===== src/hw/handler_ctrl_pkg.sv =====
/*
   Constants, field layouts and carriers for the system handler control
   and state block. Assumes a single core clock domain.
*/
package handler_ctrl_pkg;

   localparam int ADDR_W = 12;
   localparam int DATA_W = 32;
   localparam int STRB_W = 4;

   localparam logic [11:0] CS_OFFSET = 12'hD24;
   localparam logic [11:0] STATUS_OFFSET = 12'hD40;
   localparam logic [11:0] MASK_OFFSET = 12'hD44;

   localparam int BUS_EN_BIT = 17;
   localparam int MEM_EN_BIT = 16;
   localparam int CALL_PEND_BIT = 15;
   localparam int BUS_PEND_BIT = 14;
   localparam int MEM_PEND_BIT = 13;
   localparam int USAGE_PEND_BIT = 12;
   localparam int TICK_ACT_BIT = 11;
   localparam int DEFER_ACT_BIT = 10;
   localparam int DEBUG_ACT_BIT = 8;
   localparam int CALL_ACT_BIT = 7;
   localparam int USAGE_ACT_BIT = 3;
   localparam int BUS_ACT_BIT = 1;

   localparam logic [31:0] CS_WRITE_MASK = 32'h0003_FD8A;
   localparam logic [31:0] WORD_ZERO = 32'h0000_0000;

   localparam int PEND_CALL = 3;
   localparam int PEND_BUS = 2;
   localparam int PEND_MEM = 1;
   localparam int PEND_USAGE = 0;

   localparam int ACT_TICK = 5;
   localparam int ACT_DEFER = 4;
   localparam int ACT_DEBUG = 3;
   localparam int ACT_CALL = 2;
   localparam int ACT_USAGE = 1;
   localparam int ACT_BUS = 0;

   localparam int EV_W = 4;
   localparam int EV_BUS_TAKEN = 0;
   localparam int EV_MEM_TAKEN = 1;
   localparam int EV_ESCALATED = 2;
   localparam int EV_CONTEXT = 3;
   localparam logic [3:0] EVENT_RESET = 4'h0;

   localparam logic [1:0] RESP_OKAY = 2'h0;
   localparam logic [1:0] RESP_SLVERR = 2'h2;

   typedef struct packed {
      logic [3:0] pend_set;
      logic [3:0] pend_clr;
      logic [5:0] act_set;
      logic [5:0] act_clr;
   } core_update_s;

   typedef struct packed {
      logic bus;
      logic mem;
      logic usage;
   } fault_req_s;

   typedef struct packed {
      logic bus_enable;
      logic mem_enable;
      logic [3:0] pending;
      logic [5:0] active;
   } handler_state_s;

   localparam handler_state_s STATE_RESET = '0;

   typedef enum logic [1:0] {WR_IDLE = 2'b01, WR_RESP = 2'b10} wr_state_e;
   typedef enum logic [1:0] {RD_IDLE = 2'b01, RD_DATA = 2'b10} rd_state_e;

endpackage


===== src/hw/system_handler_ctrl_state.sv =====
/*
   System handler control and state register with an AXI4-Lite slave,
   fault routing to handler or hard fault, and a masked event interrupt.
   Assumes the core exception logic and the bus share core_clk.
*/
`timescale 1ns/10ps
module system_handler_ctrl_state
   import handler_ctrl_pkg::*;
(
   // Clock and reset.
   input wire logic core_clk,
   input wire logic reset,
   // AXI4-Lite slave.
   input wire logic [ADDR_W-1:0] s_axi_awaddr,
   input wire logic s_axi_awvalid,
   output logic s_axi_awready,
   input wire logic [DATA_W-1:0] s_axi_wdata,
   input wire logic [STRB_W-1:0] s_axi_wstrb,
   input wire logic s_axi_wvalid,
   output logic s_axi_wready,
   output logic [1:0] s_axi_bresp,
   output logic s_axi_bvalid,
   input wire logic s_axi_bready,
   input wire logic [ADDR_W-1:0] s_axi_araddr,
   input wire logic s_axi_arvalid,
   output logic s_axi_arready,
   output logic [DATA_W-1:0] s_axi_rdata,
   output logic [1:0] s_axi_rresp,
   output logic s_axi_rvalid,
   input wire logic s_axi_rready,
   // Core exception logic.
   input wire core_update_s core_update,
   input wire fault_req_s fault_req,
   input wire logic stack_adjusted,
   output handler_state_s handler_state,
   output logic bus_fault_take,
   output logic mem_fault_take,
   output logic hard_fault_take,
   output logic context_fault,
   // Interrupt.
   output logic irq
);

   function automatic logic [31:0] byte_merge(input logic [31:0] old_w,
                                              input logic [31:0] new_w,
                                              input logic [3:0] strb);
      logic [31:0] m;
      m = old_w;
      for (int i = 0; i < 4; i++)
      begin
         if (strb[i])
         begin
            m[8*i +: 8] = new_w[8*i +: 8];
         end
      end
      return m;
   endfunction

   function automatic logic [31:0] state_to_word(input handler_state_s s);
      logic [31:0] w;
      w = WORD_ZERO;
      w[BUS_EN_BIT] = s.bus_enable;
      w[MEM_EN_BIT] = s.mem_enable;
      w[CALL_PEND_BIT] = s.pending[PEND_CALL];
      w[BUS_PEND_BIT] = s.pending[PEND_BUS];
      w[MEM_PEND_BIT] = s.pending[PEND_MEM];
      w[USAGE_PEND_BIT] = s.pending[PEND_USAGE];
      w[TICK_ACT_BIT] = s.active[ACT_TICK];
      w[DEFER_ACT_BIT] = s.active[ACT_DEFER];
      w[DEBUG_ACT_BIT] = s.active[ACT_DEBUG];
      w[CALL_ACT_BIT] = s.active[ACT_CALL];
      w[USAGE_ACT_BIT] = s.active[ACT_USAGE];
      w[BUS_ACT_BIT] = s.active[ACT_BUS];
      return w;
   endfunction

   function automatic handler_state_s word_to_state(input logic [31:0] w);
      handler_state_s s;
      s.bus_enable = w[BUS_EN_BIT];
      s.mem_enable = w[MEM_EN_BIT];
      s.pending = {w[CALL_PEND_BIT], w[BUS_PEND_BIT], w[MEM_PEND_BIT], w[USAGE_PEND_BIT]};
      s.active = {w[TICK_ACT_BIT], w[DEFER_ACT_BIT], w[DEBUG_ACT_BIT],
                  w[CALL_ACT_BIT], w[USAGE_ACT_BIT], w[BUS_ACT_BIT]};
      return s;
   endfunction

   wr_state_e wr_state;
   rd_state_e rd_state;
   logic aw_held;
   logic w_held;
   logic [ADDR_W-1:0] aw_addr_q;
   logic [DATA_W-1:0] wdata_q;
   logic [STRB_W-1:0] wstrb_q;
   logic [EV_W-1:0] event_status;
   logic [EV_W-1:0] event_mask;
   logic rd_cs_q;

   // Bus handshakes.
   wire aw_fire = s_axi_awvalid & s_axi_awready;
   wire w_fire = s_axi_wvalid & s_axi_wready;
   wire b_fire = s_axi_bvalid & s_axi_bready;
   wire ar_fire = s_axi_arvalid & s_axi_arready;
   wire r_fire = s_axi_rvalid & s_axi_rready;
   wire next_aw_held = aw_fire | (aw_held & ~b_fire);
   wire next_w_held = w_fire | (w_held & ~b_fire);
   wire wr_go = aw_held & w_held & (wr_state == WR_IDLE);
   wire rd_done = (rd_state == RD_DATA) & r_fire;
   wire next_rd_busy = ar_fire | ((rd_state == RD_DATA) & ~r_fire);

   // Address decode.
   wire wr_cs = wr_go & (aw_addr_q == CS_OFFSET);
   wire wr_mask = wr_go & (aw_addr_q == MASK_OFFSET);
   wire wr_hit = wr_cs | wr_mask | (aw_addr_q == STATUS_OFFSET);
   wire rd_is_cs = s_axi_araddr == CS_OFFSET;
   wire rd_is_status = s_axi_araddr == STATUS_OFFSET;
   wire rd_is_mask = s_axi_araddr == MASK_OFFSET;
   wire rd_hit = rd_is_cs | rd_is_status | rd_is_mask;
   wire status_clr = ar_fire & rd_is_status;

   // Fault routing uses the enables as they stand this cycle.
   wire bus_taken = fault_req.bus & handler_state.bus_enable;
   wire mem_taken = fault_req.mem & handler_state.mem_enable;
   wire escalate = (fault_req.bus & ~handler_state.bus_enable)
                 | (fault_req.mem & ~handler_state.mem_enable);

   // Hardware update: a set from the core beats a clear in the same cycle.
   wire [3:0] hw_pend_set = core_update.pend_set
                          | {1'b0, bus_taken, mem_taken, fault_req.usage};
   wire [3:0] hw_pending = (handler_state.pending & ~core_update.pend_clr)
                         | hw_pend_set;
   wire [5:0] hw_active = (handler_state.active & ~core_update.act_clr)
                        | core_update.act_set;
   wire handler_state_s hw_state = '{bus_enable: handler_state.bus_enable,
                                     mem_enable: handler_state.mem_enable,
                                     pending: hw_pending,
                                     active: hw_active};

   // Strobed bytes come from software, the rest from the hardware update.
   wire [31:0] cs_merged = byte_merge(state_to_word(hw_state), wdata_q, wstrb_q)
                         & CS_WRITE_MASK;
   wire handler_state_s sw_state = word_to_state(cs_merged);
   wire handler_state_s next_state = wr_cs ? sw_state : hw_state;

   // The core cannot see a stack fix-up, so an unaided active change is flagged.
   wire next_context = wr_cs & (sw_state.active != handler_state.active)
                     & ~stack_adjusted;

   wire [EV_W-1:0] events = {next_context, escalate, mem_taken, bus_taken};
   wire [EV_W-1:0] next_status = (event_status & ~{EV_W{status_clr}}) | events;
   wire [31:0] mask_merged = byte_merge({28'h0, event_mask}, wdata_q, wstrb_q);
   wire [EV_W-1:0] next_mask = wr_mask ? mask_merged[EV_W-1:0] : event_mask;

   wire [31:0] rd_word = rd_is_cs ? state_to_word(handler_state)
                       : rd_is_status ? {28'h0, event_status}
                       : rd_is_mask ? {28'h0, event_mask} : WORD_ZERO;

   always_ff @(posedge core_clk)
   begin
      if (reset)
      begin
         handler_state <= STATE_RESET;
         event_status <= EVENT_RESET;
         event_mask <= EVENT_RESET;
         irq <= 1'b0;
         bus_fault_take <= 1'b0;
         mem_fault_take <= 1'b0;
         hard_fault_take <= 1'b0;
         context_fault <= 1'b0;
      end
      else
      begin
         handler_state <= next_state;
         event_status <= next_status;
         event_mask <= next_mask;
         irq <= |(next_status & next_mask);
         bus_fault_take <= bus_taken;
         mem_fault_take <= mem_taken;
         hard_fault_take <= escalate;
         context_fault <= next_context;
      end
   end

   always_ff @(posedge core_clk)
   begin
      if (reset)
      begin
         aw_held <= 1'b0;
         w_held <= 1'b0;
         s_axi_awready <= 1'b0;
         s_axi_wready <= 1'b0;
         aw_addr_q <= '0;
         wdata_q <= '0;
         wstrb_q <= '0;
      end
      else
      begin
         aw_held <= next_aw_held;
         w_held <= next_w_held;
         s_axi_awready <= ~next_aw_held;
         s_axi_wready <= ~next_w_held;
         if (aw_fire)
         begin
            aw_addr_q <= s_axi_awaddr;
         end
         if (w_fire)
         begin
            wdata_q <= s_axi_wdata;
            wstrb_q <= s_axi_wstrb;
         end
      end
   end

   always_ff @(posedge core_clk)
   begin
      if (reset)
      begin
         wr_state <= WR_IDLE;
         s_axi_bvalid <= 1'b0;
         s_axi_bresp <= RESP_OKAY;
      end
      else
      begin
         case (wr_state)
            WR_IDLE:
            begin
               if (wr_go)
               begin
                  wr_state <= WR_RESP;
                  s_axi_bvalid <= 1'b1;
                  s_axi_bresp <= wr_hit ? RESP_OKAY : RESP_SLVERR;
               end
            end
            WR_RESP:
            begin
               if (b_fire)
               begin
                  wr_state <= WR_IDLE;
                  s_axi_bvalid <= 1'b0;
               end
            end
            default:
            begin
               wr_state <= WR_IDLE;
               s_axi_bvalid <= 1'b0;
            end
         endcase
      end
   end

   always_ff @(posedge core_clk)
   begin
      if (reset)
      begin
         rd_state <= RD_IDLE;
         s_axi_arready <= 1'b0;
         s_axi_rvalid <= 1'b0;
         s_axi_rdata <= WORD_ZERO;
         s_axi_rresp <= RESP_OKAY;
         rd_cs_q <= 1'b0;
      end
      else
      begin
         s_axi_arready <= ~next_rd_busy;
         case (rd_state)
            RD_IDLE:
            begin
               if (ar_fire)
               begin
                  rd_state <= RD_DATA;
                  s_axi_rvalid <= 1'b1;
                  s_axi_rdata <= rd_word;
                  s_axi_rresp <= rd_hit ? RESP_OKAY : RESP_SLVERR;
                  rd_cs_q <= rd_is_cs;
               end
            end
            RD_DATA:
            begin
               if (rd_done)
               begin
                  rd_state <= RD_IDLE;
                  s_axi_rvalid <= 1'b0;
               end
            end
            default:
            begin
               rd_state <= RD_IDLE;
               s_axi_rvalid <= 1'b0;
            end
         endcase
      end
   end

   chk_bus_fault_take: assert property (
      @(posedge core_clk) disable iff (reset)
      fault_req.bus && handler_state.bus_enable
      && (handler_state.mem_enable || !fault_req.mem)
      |=> bus_fault_take && !hard_fault_take)
      else $error("enabled bus fault not taken");
   chk_fault_escalate: assert property (
      @(posedge core_clk) disable iff (reset)
      (fault_req.mem && !handler_state.mem_enable) |=> hard_fault_take && !mem_fault_take)
      else $error("disabled fault not escalated");
   chk_mem_enable_write: assert property (
      @(posedge core_clk) disable iff (reset)
      wr_cs && wstrb_q[2] |=> handler_state.mem_enable == $past(wdata_q[MEM_EN_BIT]))
      else $error("memory fault enable write lost");
   chk_pending_read: assert property (
      @(posedge core_clk) disable iff (reset)
      ar_fire && rd_is_cs |=> s_axi_rdata[15:12] == $past(handler_state.pending))
      else $error("pending bits read wrong");
   chk_pending_track: assert property (
      @(posedge core_clk) disable iff (reset)
      !wr_cs && (core_update.pend_set[PEND_CALL] || fault_req.usage)
      |=> handler_state.pending[PEND_CALL] || handler_state.pending[PEND_USAGE])
      else $error("pending set from core lost");
   chk_active_clear: assert property (
      @(posedge core_clk) disable iff (reset)
      !wr_cs && core_update.act_clr[ACT_DEFER] && !core_update.act_set[ACT_DEFER]
      |=> !handler_state.active[ACT_DEFER])
      else $error("active clear from core lost");
   chk_active_write: assert property (
      @(posedge core_clk) disable iff (reset)
      wr_cs && wstrb_q[0] && wstrb_q[1]
      |=> handler_state.active[ACT_DEBUG] == $past(wdata_q[DEBUG_ACT_BIT])
          && handler_state.active[ACT_CALL] == $past(wdata_q[CALL_ACT_BIT])
          && handler_state.active[ACT_USAGE] == $past(wdata_q[USAGE_ACT_BIT]))
      else $error("active bits write lost");
   chk_write_wins: assert property (
      @(posedge core_clk) disable iff (reset)
      wr_cs && wstrb_q[0] && core_update.act_set[ACT_BUS] && !wdata_q[BUS_ACT_BIT]
      |=> !handler_state.active[ACT_BUS])
      else $error("software write did not win");
   chk_reserved_zero: assert property (
      @(posedge core_clk) disable iff (reset)
      s_axi_rvalid && rd_cs_q |-> (s_axi_rdata & ~CS_WRITE_MASK) == WORD_ZERO)
      else $error("reserved bits read nonzero");
   chk_context_flag: assert property (
      @(posedge core_clk) disable iff (reset)
      wr_cs && !stack_adjusted && (sw_state.active != handler_state.active)
      |=> context_fault ##1 event_status[EV_CONTEXT] || status_clr)
      else $error("context fault not raised");
   chk_bresp_hold: assert property (
      @(posedge core_clk) disable iff (reset)
      s_axi_bvalid && !s_axi_bready |=> s_axi_bvalid && $stable(s_axi_bresp))
      else $error("write response dropped");

endmodule


===== config.mk =====
export PLATFORM = sky130hd
export DESIGN_NAME = system_handler_ctrl_state
export DESIGN_NICKNAME = d
export VERILOG_FILES = /design/src/hw/handler_ctrl_pkg.sv /design/src/hw/system_handler_ctrl_state.sv
export SDC_FILE = /design/constraint.sdc
export NUM_CORES = 1
export LEC_CHECK = 0
export ABC_AREA = 0
export BUFFER_PORTS_ARGS = -buffer_cell sky130_fd_sc_hd__buf_2
export CORE_MARGIN = 10
export CORE_UTILIZATION = 36
export CTS_BUF_LIST = sky130_fd_sc_hd__clkbuf_4
export DETAILED_ROUTE_END_ITERATION = 6
export PLACE_DENSITY = 0.62
export SYNTH_ARGS = -nofsm -noshare
export SYNTH_HDL_FRONTEND = slang
export SYNTH_SLANG_ARGS = --single-unit

===== constraint.sdc =====
create_clock -name core_clk -period 2.9 [get_ports core_clk]
set_input_delay 0.58 -clock core_clk [delete_from_list [all_inputs] [get_ports core_clk]]
set_output_delay 0.58 -clock core_clk [all_outputs]
set_load 0.01 [all_outputs]

Word-level counts from Yosys, hierarchy flattened
Index checks and enable logic that the tools add are counted.

Equal/unequal tests: 15. Reductions and logical operators: 6. Bitwise logic cells: 47. Muxes and demuxes: 22.

Operator list (number): == test 12 bit (second input constant) (6); bitwise AND 1 bit (20); two-way mux 18 bit (1); two-way mux 4 bit (4); two-way mux 8 bit (2); bitwise AND 4 bit (3); two-way mux 2 bit (6); two-way mux 10 bit (1); AND reduction 2 bit (5); inequality test 2 bit (second input constant) (4); inverter 1 bit (8); inverter 4 bit (2); OR 1 bit (8); OR 4 bit (2); case mux 2 bit (2 select lines) (2); bitwise AND 6 bit (1); inequality test 6 bit (1); inverter 6 bit (1); OR 6 bit (1); == test 2 x 1 -> 1 bit (second input constant) (2); == test 2 bit (second input constant) (2); two-way mux 1 bit (4); OR 4 x 3 -> 4 bit (1); case mux 1 bit (2 select lines) (2); OR reduction 4 bit (1).

Bits of input ports: 91. Output and inout bits: 58. Flip-flop bits (word level): 105.

Longest topological paths before layout
Gate-level depths: netlist (run 1).

Depth in word-level cells: 10. Depth in mapped cells: 7. Gate-level depth less buffers: 6.

Worst setup path before layout (run 1)
No wires, ideal clock.

Path kind: in2reg. From: input s_axi_araddr[4]. To: register irq. Arrival time: 2.147 ns. Library setup time: 0.122 ns. Data required time: 2.778 ns. Stages: 6. Path slack: 0.631 ns. Buffers on the path: 0. Cells stage by stage: nor4b_1 -> nand4_1 -> or4_4 -> a21boi_2 -> o22ai_1 -> a221o_1.

Longest elaborated chain between the ends: 7.

Ends and longest elaborated chain: start, declared (line system_handler_ctrl_state.sv:24) `input wire logic [ADDR_W-1:0] s_axi_araddr,`; == test 12 bit (line system_handler_ctrl_state.sv:115) `wire rd_is_status = s_axi_araddr == STATUS_OFFSET;`; bitwise AND 1 bit (line system_handler_ctrl_state.sv:118) `wire status_clr = ar_fire & rd_is_status;`; inverter 4 bit (line system_handler_ctrl_state.sv:149) `wire [EV_W-1:0] next_status = (event_status & ~{EV_W{status_clr}}) | events;`; bitwise AND 4 bit (line system_handler_ctrl_state.sv:149); OR 4 bit (line system_handler_ctrl_state.sv:149); bitwise AND 4 bit (line system_handler_ctrl_state.sv:175) `irq <= |(next_status & next_mask);`; OR reduction 4 bit (line system_handler_ctrl_state.sv:175); end signal, assigned (line system_handler_ctrl_state.sv:175); end, declared (line system_handler_ctrl_state.sv:41) `output logic irq`.

No other way between the ends. A chain may end at the register's enable or synchronous reset.

Worst setup path in the final report (run 1)
From: register aw_addr_q[1]. To: register irq.

Longest elaborated chain between the ends: 7.

Ends and longest elaborated chain: start, declared (line system_handler_ctrl_state.sv:91) `logic [ADDR_W-1:0] aw_addr_q;`; start signal, assigned (line system_handler_ctrl_state.sv:203) `aw_addr_q <= s_axi_awaddr;`; == test 12 bit (line system_handler_ctrl_state.sv:111) `wire wr_cs = wr_go & (aw_addr_q == CS_OFFSET);`; bitwise AND 1 bit (line system_handler_ctrl_state.sv:111); bitwise AND 1 bit (line system_handler_ctrl_state.sv:145) `wire next_context = wr_cs & (sw_state.active != handler_state.active)`; bitwise AND 1 bit (line system_handler_ctrl_state.sv:146) `& ~stack_adjusted;`; OR 4 bit (line system_handler_ctrl_state.sv:149); bitwise AND 4 bit (*) (line system_handler_ctrl_state.sv:175); OR reduction 4 bit (*) (line system_handler_ctrl_state.sv:175).

Mark *: on every way between the ends. The rest lies on a longest branch, timed or not.

==> impl_metrics.yaml, run 1 <==
status:
  run_status: "finished clean"
yosys:
  synthesis.yosys.warnings: 0
  yosysTopAreaCell: "sky130_fd_sc_hd__dfxtp_1"
  synth.ff_latch_count: 79
  synth_sequential_area_ratio_pct: 47.1
  synth_edf_count: 0
  netlist_area_mm2: 0.00335
  synth_ff_type: "sky130_fd_sc_hd__dfxtp_1"
  synthDistinctLibCells: 43
  synth_largest_type_area_fraction_pct: 47.1
  synthTopCellsByArea: "sky130_fd_sc_hd__dfxtp_1, sky130_fd_sc_hd__nand2_1, sky130_fd_sc_hd__a21oi_1"
  syn_avg_cell_area_um2: 8.14
  synth_cells: 412
  synth_async_sr_flop_share_pct: 0
grt:
  first_global_vias: 2916
  grt_remaining_overflow: 0
  grtUsageTotal_pct: 13.3
  number_of_antenna_violations_at_the_first_check_in_global_routing: 1
  wire_length_of_the_first_global_routing_pass_um: 14300
  grt_start_max_net_pins: 44
timing:
  whs_ns: 0.370
  achievable-frequency_mhz: 400
  hold_violations: 0
  grt_setup_unrepaired: "no"
  finalCriticalPeriod_ns: 2.50
  drv_slew: 0
  min_period_over_period_pct: 86.1
  setup_violations: 0
  timing.max_slew.rel_slack_pct: 51.8
  final.setup_skew_ns: 0.0268
  fin_tns_setup_ns: 0
  setup_ws_ns: 0.403
  timing_worst_slew_pin_value_ns: 0.718
worst_setup_path:
  cp_cell_sequence: "or4_4 -> nor4_2 -> and4_1 -> mux2i_1 -> o22ai_1 -> a221o_1"
  worst-path-buf-inv: 0
  reg2reg_slack_ns: 0.40
  reg2reg_depth: 6
  critical_path.endpoint: "irq"
  setup.worst_path.start_class: "flop"
  worst-endpoint-required_ns: 3.21
  worst_r2r_endpoint: "irq"
  critical_path.startpoint: "aw_addr_q[1]"
  crit-reg2reg-launch: "aw_addr_q[1]"
  critPathMaxStageDelay_ns: 0.55
  critical_path_class: "reg -> reg"
  critical_path_arrival_ns: 2.81
  worst_setup_path_end_kind: "flop"
  stages_on_the_worst_setup_path: 6
  largest_delay_contributor_family_on_the_critical_path: "simple AND/OR/NAND/NOR gates"
  critical-path-slowest-cell: "sky130_fd_sc_hd__or4_4"
  critical_path_peak_fanout: 4
cells_and_area:
  post_route_non_filler_standard_cell_count: 633
  final_util_pct: 44.2
  finalNetCount: 607
  finish.instance_area_mm2: 0.00405
  layout-area-overhead-vs-synth_pct: 20.6
  drive_above_1_share_pct: 26.3
worst_hold_path:
  min-delay-path-class: "in -> reg"
die:
  core.rowCount: 35
  coreArea_mm2: 0.00915
  start_util_pct: 36.7
  io-pin-count: 149
  die-area_mm2: 0.0136
  chipHeight_um: 117
  floorplan.die.width_um: 117
routing:
  post-route-drc-count: 0
  post_drt_via_cell_ratio: 4.75
  detailroute.via_count: 3006
  drt_iter0_drc: 124
  drt_pass1_iterations: 6
  antenna_violating_nets_post_route: 0
  totalWireLength_um: 9380
  routedWlPerCell_um: 14.8
power_and_ir_drop:
  static-leakage-power_nw: 1.79
  peakVddDrop_v: 0.000169
  powerDensity_mw_per_mm2: 510
  power_total_mw: 2.06
clock_network:
  clock_insertion_delay_at_the_later_pin_of_the_skew_report_ns: 0.42
  clk_pin_slew_ns: 0.14
  post_cts_resized: 0
  clock_tree.root_cell: "sky130_fd_sc_hd__clkbuf_4"
  cts_sinks: 79
  post_cts_buffers: 0
  cts_inserted_buffers: 9
  cts_hold_buffers_added: 0
  tritoncts: "built"
  clk_path_buf_depth: 2
  clock_tree.htree_level_count: 3
job:
  cap_viol_max_count: 0
placement:
  routability_cong: 0.767
  hpwl_um: 7220
  buffer_ports.inserted: 109
  dp_worst_setup_slack_ns: 0.392
  dpl-instance-area_mm2: 0.00390
  dp_cells: 616
registers in the layout, indices dropped and copies added (netlist names), 3 cells and up:
signal         flops
event_mask         4
handler_state     12
event_status       4
aw_addr_q         12
wdata_q           14
s_axi_rdata       14
wstrb_q            3
report_power, final:
group / internal (mW) / switching (mW) / total, mW / leakage [nW]
registers: 1.13 / 0.0368 / 1.17 / 0.645
logic: 0.105 / 0.135 / 0.240 / 1.08
clock network: 0.263 / 0.395 / 0.658 / 0.0700
routing by layer:
layer  vias up  part of all wire, %  global-route usage (%)
li1       1551                    -                       -
met1      1350                   44                    16.2
met2        94                   46                    21.3
met3        11                  8.5                    4.26
met4         0                  1.3                    5.11
met5         -                    0                       0
area by class of cell:
type,count,area (um^2)
flip-flops and latches,79,1580
repair buffers,112,568
well taps,111,139
clock inverters,7,71.3
multi-input cells,295,1540
clock buffers,9,67.6
diodes,1,2.50
fillers,993,5110
inverters,19,71.3
how the worst min path moves through the flow:
| stage | startpoint | endpoint | slack [ns] | cells past startpoint |
|---|---|---|---|---|
| 5_1_grt | s_axi_awaddr[4] | aw_addr_q[4] | 0.33 | 3 |
| 3_5_place_dp | s_axi_rdata[2] | s_axi_rdata[2] | 0.44 | 2 |
| 2_1_floorplan | aw_addr_q[9] | aw_addr_q[9] | 0.43 | 2 |
| 6_report | s_axi_awaddr[9] | aw_addr_q[9] | 0.37 | 3 |
| 3_3_place_gp | s_axi_rdata[0] | s_axi_rdata[0] | 0.44 | 2 |
| 4_1_cts | s_axi_arvalid | s_axi_arready | 0.34 | 2 |
cells by family after synthesis:
family / count (synthesis) / share of synthesized area [%]
flip-flops: 79 / 47.1
other: 1 / 0.112
XOR/XNOR: 6 / 1.57
multiplexers: 11 / 3.43
buffers and inverters: 57 / 8.95
AO/OA/AOI/OAI: 90 / 16.3
AND/OR/NAND/NOR: 168 / 22.5
worst register-to-register path: cells and delay by family (launching register included):
| kind | cells | cell delay [ns] |
|---|---|---|
| compound gates | 2 | 0.47 |
| flops | 1 | 0.34 |
| simple gates | 3 | 1.28 |
| mux | 1 | 0.29 |
cell usage in the layout, fill, tap and decap left out, types with 4 or more instances in the layout:
cell type                  instances
sky130_fd_sc_hd__a211o_1           4
sky130_fd_sc_hd__nor3_1            6
sky130_fd_sc_hd__a211oi_1         11
sky130_fd_sc_hd__dfxtp_1          79
sky130_fd_sc_hd__xnor2_1           6
sky130_fd_sc_hd__conb_1           20
sky130_fd_sc_hd__and2_1            7
sky130_fd_sc_hd__mux2_2            4
sky130_fd_sc_hd__a21oi_1          56
sky130_fd_sc_hd__inv_1            19
sky130_fd_sc_hd__buf_2           109
sky130_fd_sc_hd__clkbuf_4          9
sky130_fd_sc_hd__nor2_1           28
sky130_fd_sc_hd__nand3_1           6
sky130_fd_sc_hd__and3b_1           4
sky130_fd_sc_hd__o21ai_0           5
sky130_fd_sc_hd__nand2_1         101
sky130_fd_sc_hd__mux2i_1           7
synth_stat cells, types with 2 or more instances:
cell type / instances
sky130_fd_sc_hd__and2_1: 7
sky130_fd_sc_hd__mux2_2: 4
sky130_fd_sc_hd__mux2i_1: 7
sky130_fd_sc_hd__clkbuf_1: 13
sky130_fd_sc_hd__inv_1: 19
sky130_fd_sc_hd__a221oi_1: 3
sky130_fd_sc_hd__o21ai_0: 5
sky130_fd_sc_hd__or4_4: 2
sky130_fd_sc_hd__nand4b_1: 3
sky130_fd_sc_hd__a22oi_1: 3
sky130_fd_sc_hd__a21oi_1: 56
sky130_fd_sc_hd__buf_2: 3
sky130_fd_sc_hd__xnor2_1: 6
sky130_fd_sc_hd__nand3_1: 6
sky130_fd_sc_hd__a211oi_1: 11
sky130_fd_sc_hd__nor3b_1: 2
sky130_fd_sc_hd__nand2_1: 101
sky130_fd_sc_hd__buf_4: 20
sky130_fd_sc_hd__nor2_1: 28
sky130_fd_sc_hd__and3b_1: 4
sky130_fd_sc_hd__dfxtp_1: 79
sky130_fd_sc_hd__a211o_1: 4
sky130_fd_sc_hd__nor3_1: 6
No activity file was read; power rests on OpenSTA's default activity.
==> inputs of run 2 (changes only) <==
Settings changed: CORE_UTILIZATION 36 to 25, PLACE_DENSITY 0.62 to 0.46.
Clock period 2.9 ns to 2.51 ns, I/O delays scaled along.
==> run 2 against run 1 <==
Effect of this change:
- sequential power is 15% higher
- design area is 4.2% higher
- routed wire length is 10% higher
- combinational power is 19% higher
- maximum frequency is 5.2% higher
- clock power is 48% higher
- global-route usage is 2.2 points lower
- setup slack worse by 0.27 ns
- utilization is 12 points lower
- non-clock buffer count is 3 higher
==> impl_metrics.yaml, run 2 (same netlist as run 1, synthesis figures left out) <==
cells_and_area:
  layout-area-overhead-vs-synth_pct: 25.6
  fillCellCount: 1458
  post_route_non_filler_standard_cell_count: 701
  finalNetCount: 610
  final_common_cell: "sky130_fd_sc_hd__buf_2"
  layout.cells.most_common_list: "sky130_fd_sc_hd__buf_2, sky130_fd_sc_hd__nand2_1, sky130_fd_sc_hd__dfxtp_1, sky130_fd_sc_hd__a21oi_1, sky130_fd_sc_hd__nor2_1"
  largest_registers: "s_axi_rdata (14), wdata_q (14)"
  drive_above_1_share_pct: 27.3
power_and_ir_drop:
  pwr-share-clk_pct: 37.4
  power_frac_comb_pct: 10.9
  netSwitchingPower_uw: 674
  peakVddDrop_v: 0.000255
  total_internal_power_mw: 1.94
  static-leakage-power_nw: 1.84
  seq_power_share_pct: 51.7
  powerDensity_mw_per_mm2: 619
  power_switching_share_pct: 25.8
routing:
  post-route-drc-count: 0
  detailroute.via_count: 3033
  totalWireLength_um: 10300
  drt_iter0_drc: 96
  drt_pass1_iterations: 4
  routedWlPerCell_um: 14.7
  post_drt_via_cell_ratio: 4.33
  antenna_violating_nets_post_route: 0
placement:
  routability_cong: 0.765
  dp_cells: 684
  hpwl_um: 8230
  dp_worst_setup_slack_ns: 0.0368
  buffer_ports.inserted: 109
worst_setup_path:
  critical_path_peak_fanout: 4
  worst_setup_path_end_kind: "flop"
  reg2reg_depth: 6
  setup.worst_path.start_class: "flop"
  critical_path.startpoint: "aw_addr_q[1]"
  critical_path_arrival_ns: 2.70
  crit-reg2reg-launch: "aw_addr_q[1]"
  worst_r2r_endpoint: "irq"
  critical_path.endpoint: "irq"
  critical_path_class: "reg -> reg"
  reg2reg_slack_ns: 0.14
  worst-endpoint-required_ns: 2.84
timing:
  finalCriticalPeriod_ns: 2.37
  min_period_over_period_pct: 94.6
  hold_violations: 0
  setup_ws_ns: 0.137
  final.setup_skew_ns: 0.0127
  timing_worst_slew_pin_value_ns: 0.780
  setup_violations: 0
  whs_ns: 0.276
  fin_tns_setup_ns: 0
  grt_setup_unrepaired: "no"
  timing.max_slew.rel_slack_pct: 47.6
  drv_slew: 0
  achievable-frequency_mhz: 421
die:
  io-pin-count: 149
  coreArea_mm2: 0.0132
  floorplan.die.width_um: 136
  core.rowCount: 42
  die-area_mm2: 0.0185
  start_util_pct: 25.4
  chipHeight_um: 136
clock_network:
  cts_sinks: 79
  clock_insertion_delay_at_the_later_pin_of_the_skew_report_ns: 0.43
  clk_pin_slew_ns: 0.14
  tritoncts: "built"
  clock_tree.root_cell: "sky130_fd_sc_hd__clkbuf_4"
  cts_inserted_buffers: 9
  clock_tree.htree_level_count: 3
  clk_path_buf_depth: 2
grt:
  grt_start_max_net_pins: 46
  grtUsageTotal_pct: 11.0
  number_of_antenna_violations_at_the_first_check_in_global_routing: 0
  grt_remaining_overflow: 0
  wire_length_of_the_first_global_routing_pass_um: 16000
  first_global_vias: 3007
job:
  cap_viol_max_count: 0
worst_hold_path:
  min-delay-path-class: "in -> reg"
status:
  run_status: "finished clean"
## run 2: cell types whose count changed in the layout (fill, tap and decap cells not counted), sizes merged
cell,previous run,this run
bufinv,1,3
buf,112,115
clkinv,3,2
clkinvlp,2,1
## run 2: critical path: stages (launching register included)
cell,delay [ns]
sky130_fd_sc_hd__dfxtp_1,0.34
sky130_fd_sc_hd__or4_4,0.57
sky130_fd_sc_hd__nor4_4,0.32
sky130_fd_sc_hd__and4_4,0.33
sky130_fd_sc_hd__mux2i_1,0.24
sky130_fd_sc_hd__o22ai_1,0.12
sky130_fd_sc_hd__a221o_1,0.36
## run 2: final cells by class
cell class	count	area (um^2)	area share (%)
Clock buffer	9	67.6	1.60
Timing Repair Buffer	115	591	14.0
Clock inverter	7	120	2.85
Inverter	19	71.3	1.69
Tap cell	176	220	5.23
Antenna cell	1	2.50	0.0594
Sequential cell	79	1580	37.5
Multi-Input combinational cell	295	1560	37.0
## run 2: power by group through the flow
| stage | sequential (mW) | clock [mW] | combinational, mW |
|---|---|---|---|
| 6_report | 1.35 | 0.976 | 0.285 |
| 5_1_grt | 1.36 | 1.07 | 0.321 |
| 4_1_cts | 1.35 | 1.02 | 0.290 |
| 3_5_place_dp | 1.38 | 0 | 0.289 |
| 3_3_place_gp | 1.37 | 0 | 0.284 |
| 2_1_floorplan | 1.37 | 0 | 0.175 |
## run 2: worst min-delay path by stage
| stage | cells past startpoint | from | to | slack, ns |
|---|---|---|---|---|
| 6_report | 2 | s_axi_arvalid | s_axi_arready | 0.28 |
| 3_5_place_dp | 2 | s_axi_rdata[13] | s_axi_rdata[13] | 0.44 |
| 5_1_grt | 3 | s_axi_awaddr[1] | aw_addr_q[1] | 0.22 |
| 3_3_place_gp | 2 | s_axi_rdata[0] | s_axi_rdata[0] | 0.44 |
| 4_1_cts | 2 | s_axi_arvalid | s_axi_arready | 0.24 |
| 2_1_floorplan | 2 | aw_addr_q[9] | aw_addr_q[9] | 0.43 |
## run 2: timing repair
action,in CTS,in global routing
endpoints found under the setup margin,1,1
resized for setup,1,2
buffers inserted,0,0
cloned,0,0
hold buffers,0,0
## run 2: routing by layer
metal	global-route usage [%]	vias to the layer above	routed length, um	part of all wire (%)
li1	-	1566	-	-
met1	13.1	1376	4640	45
met2	17.5	84	4660	45
met3	5.31	7	925	9.0
met4	2.57	0	97	0.94
met5	0	-	0	0
## run 2: per-stage QoR
step	utilization (%)	area (um^2)	total power [mW]
after floorplan	-	3430	1.55
after global placement	30.4	4010	1.66
after detailed placement	30.4	4010	1.67
after CTS	31.9	4200	2.66
after global routing	31.9	4210	2.75
final	31.9	4210	2.61
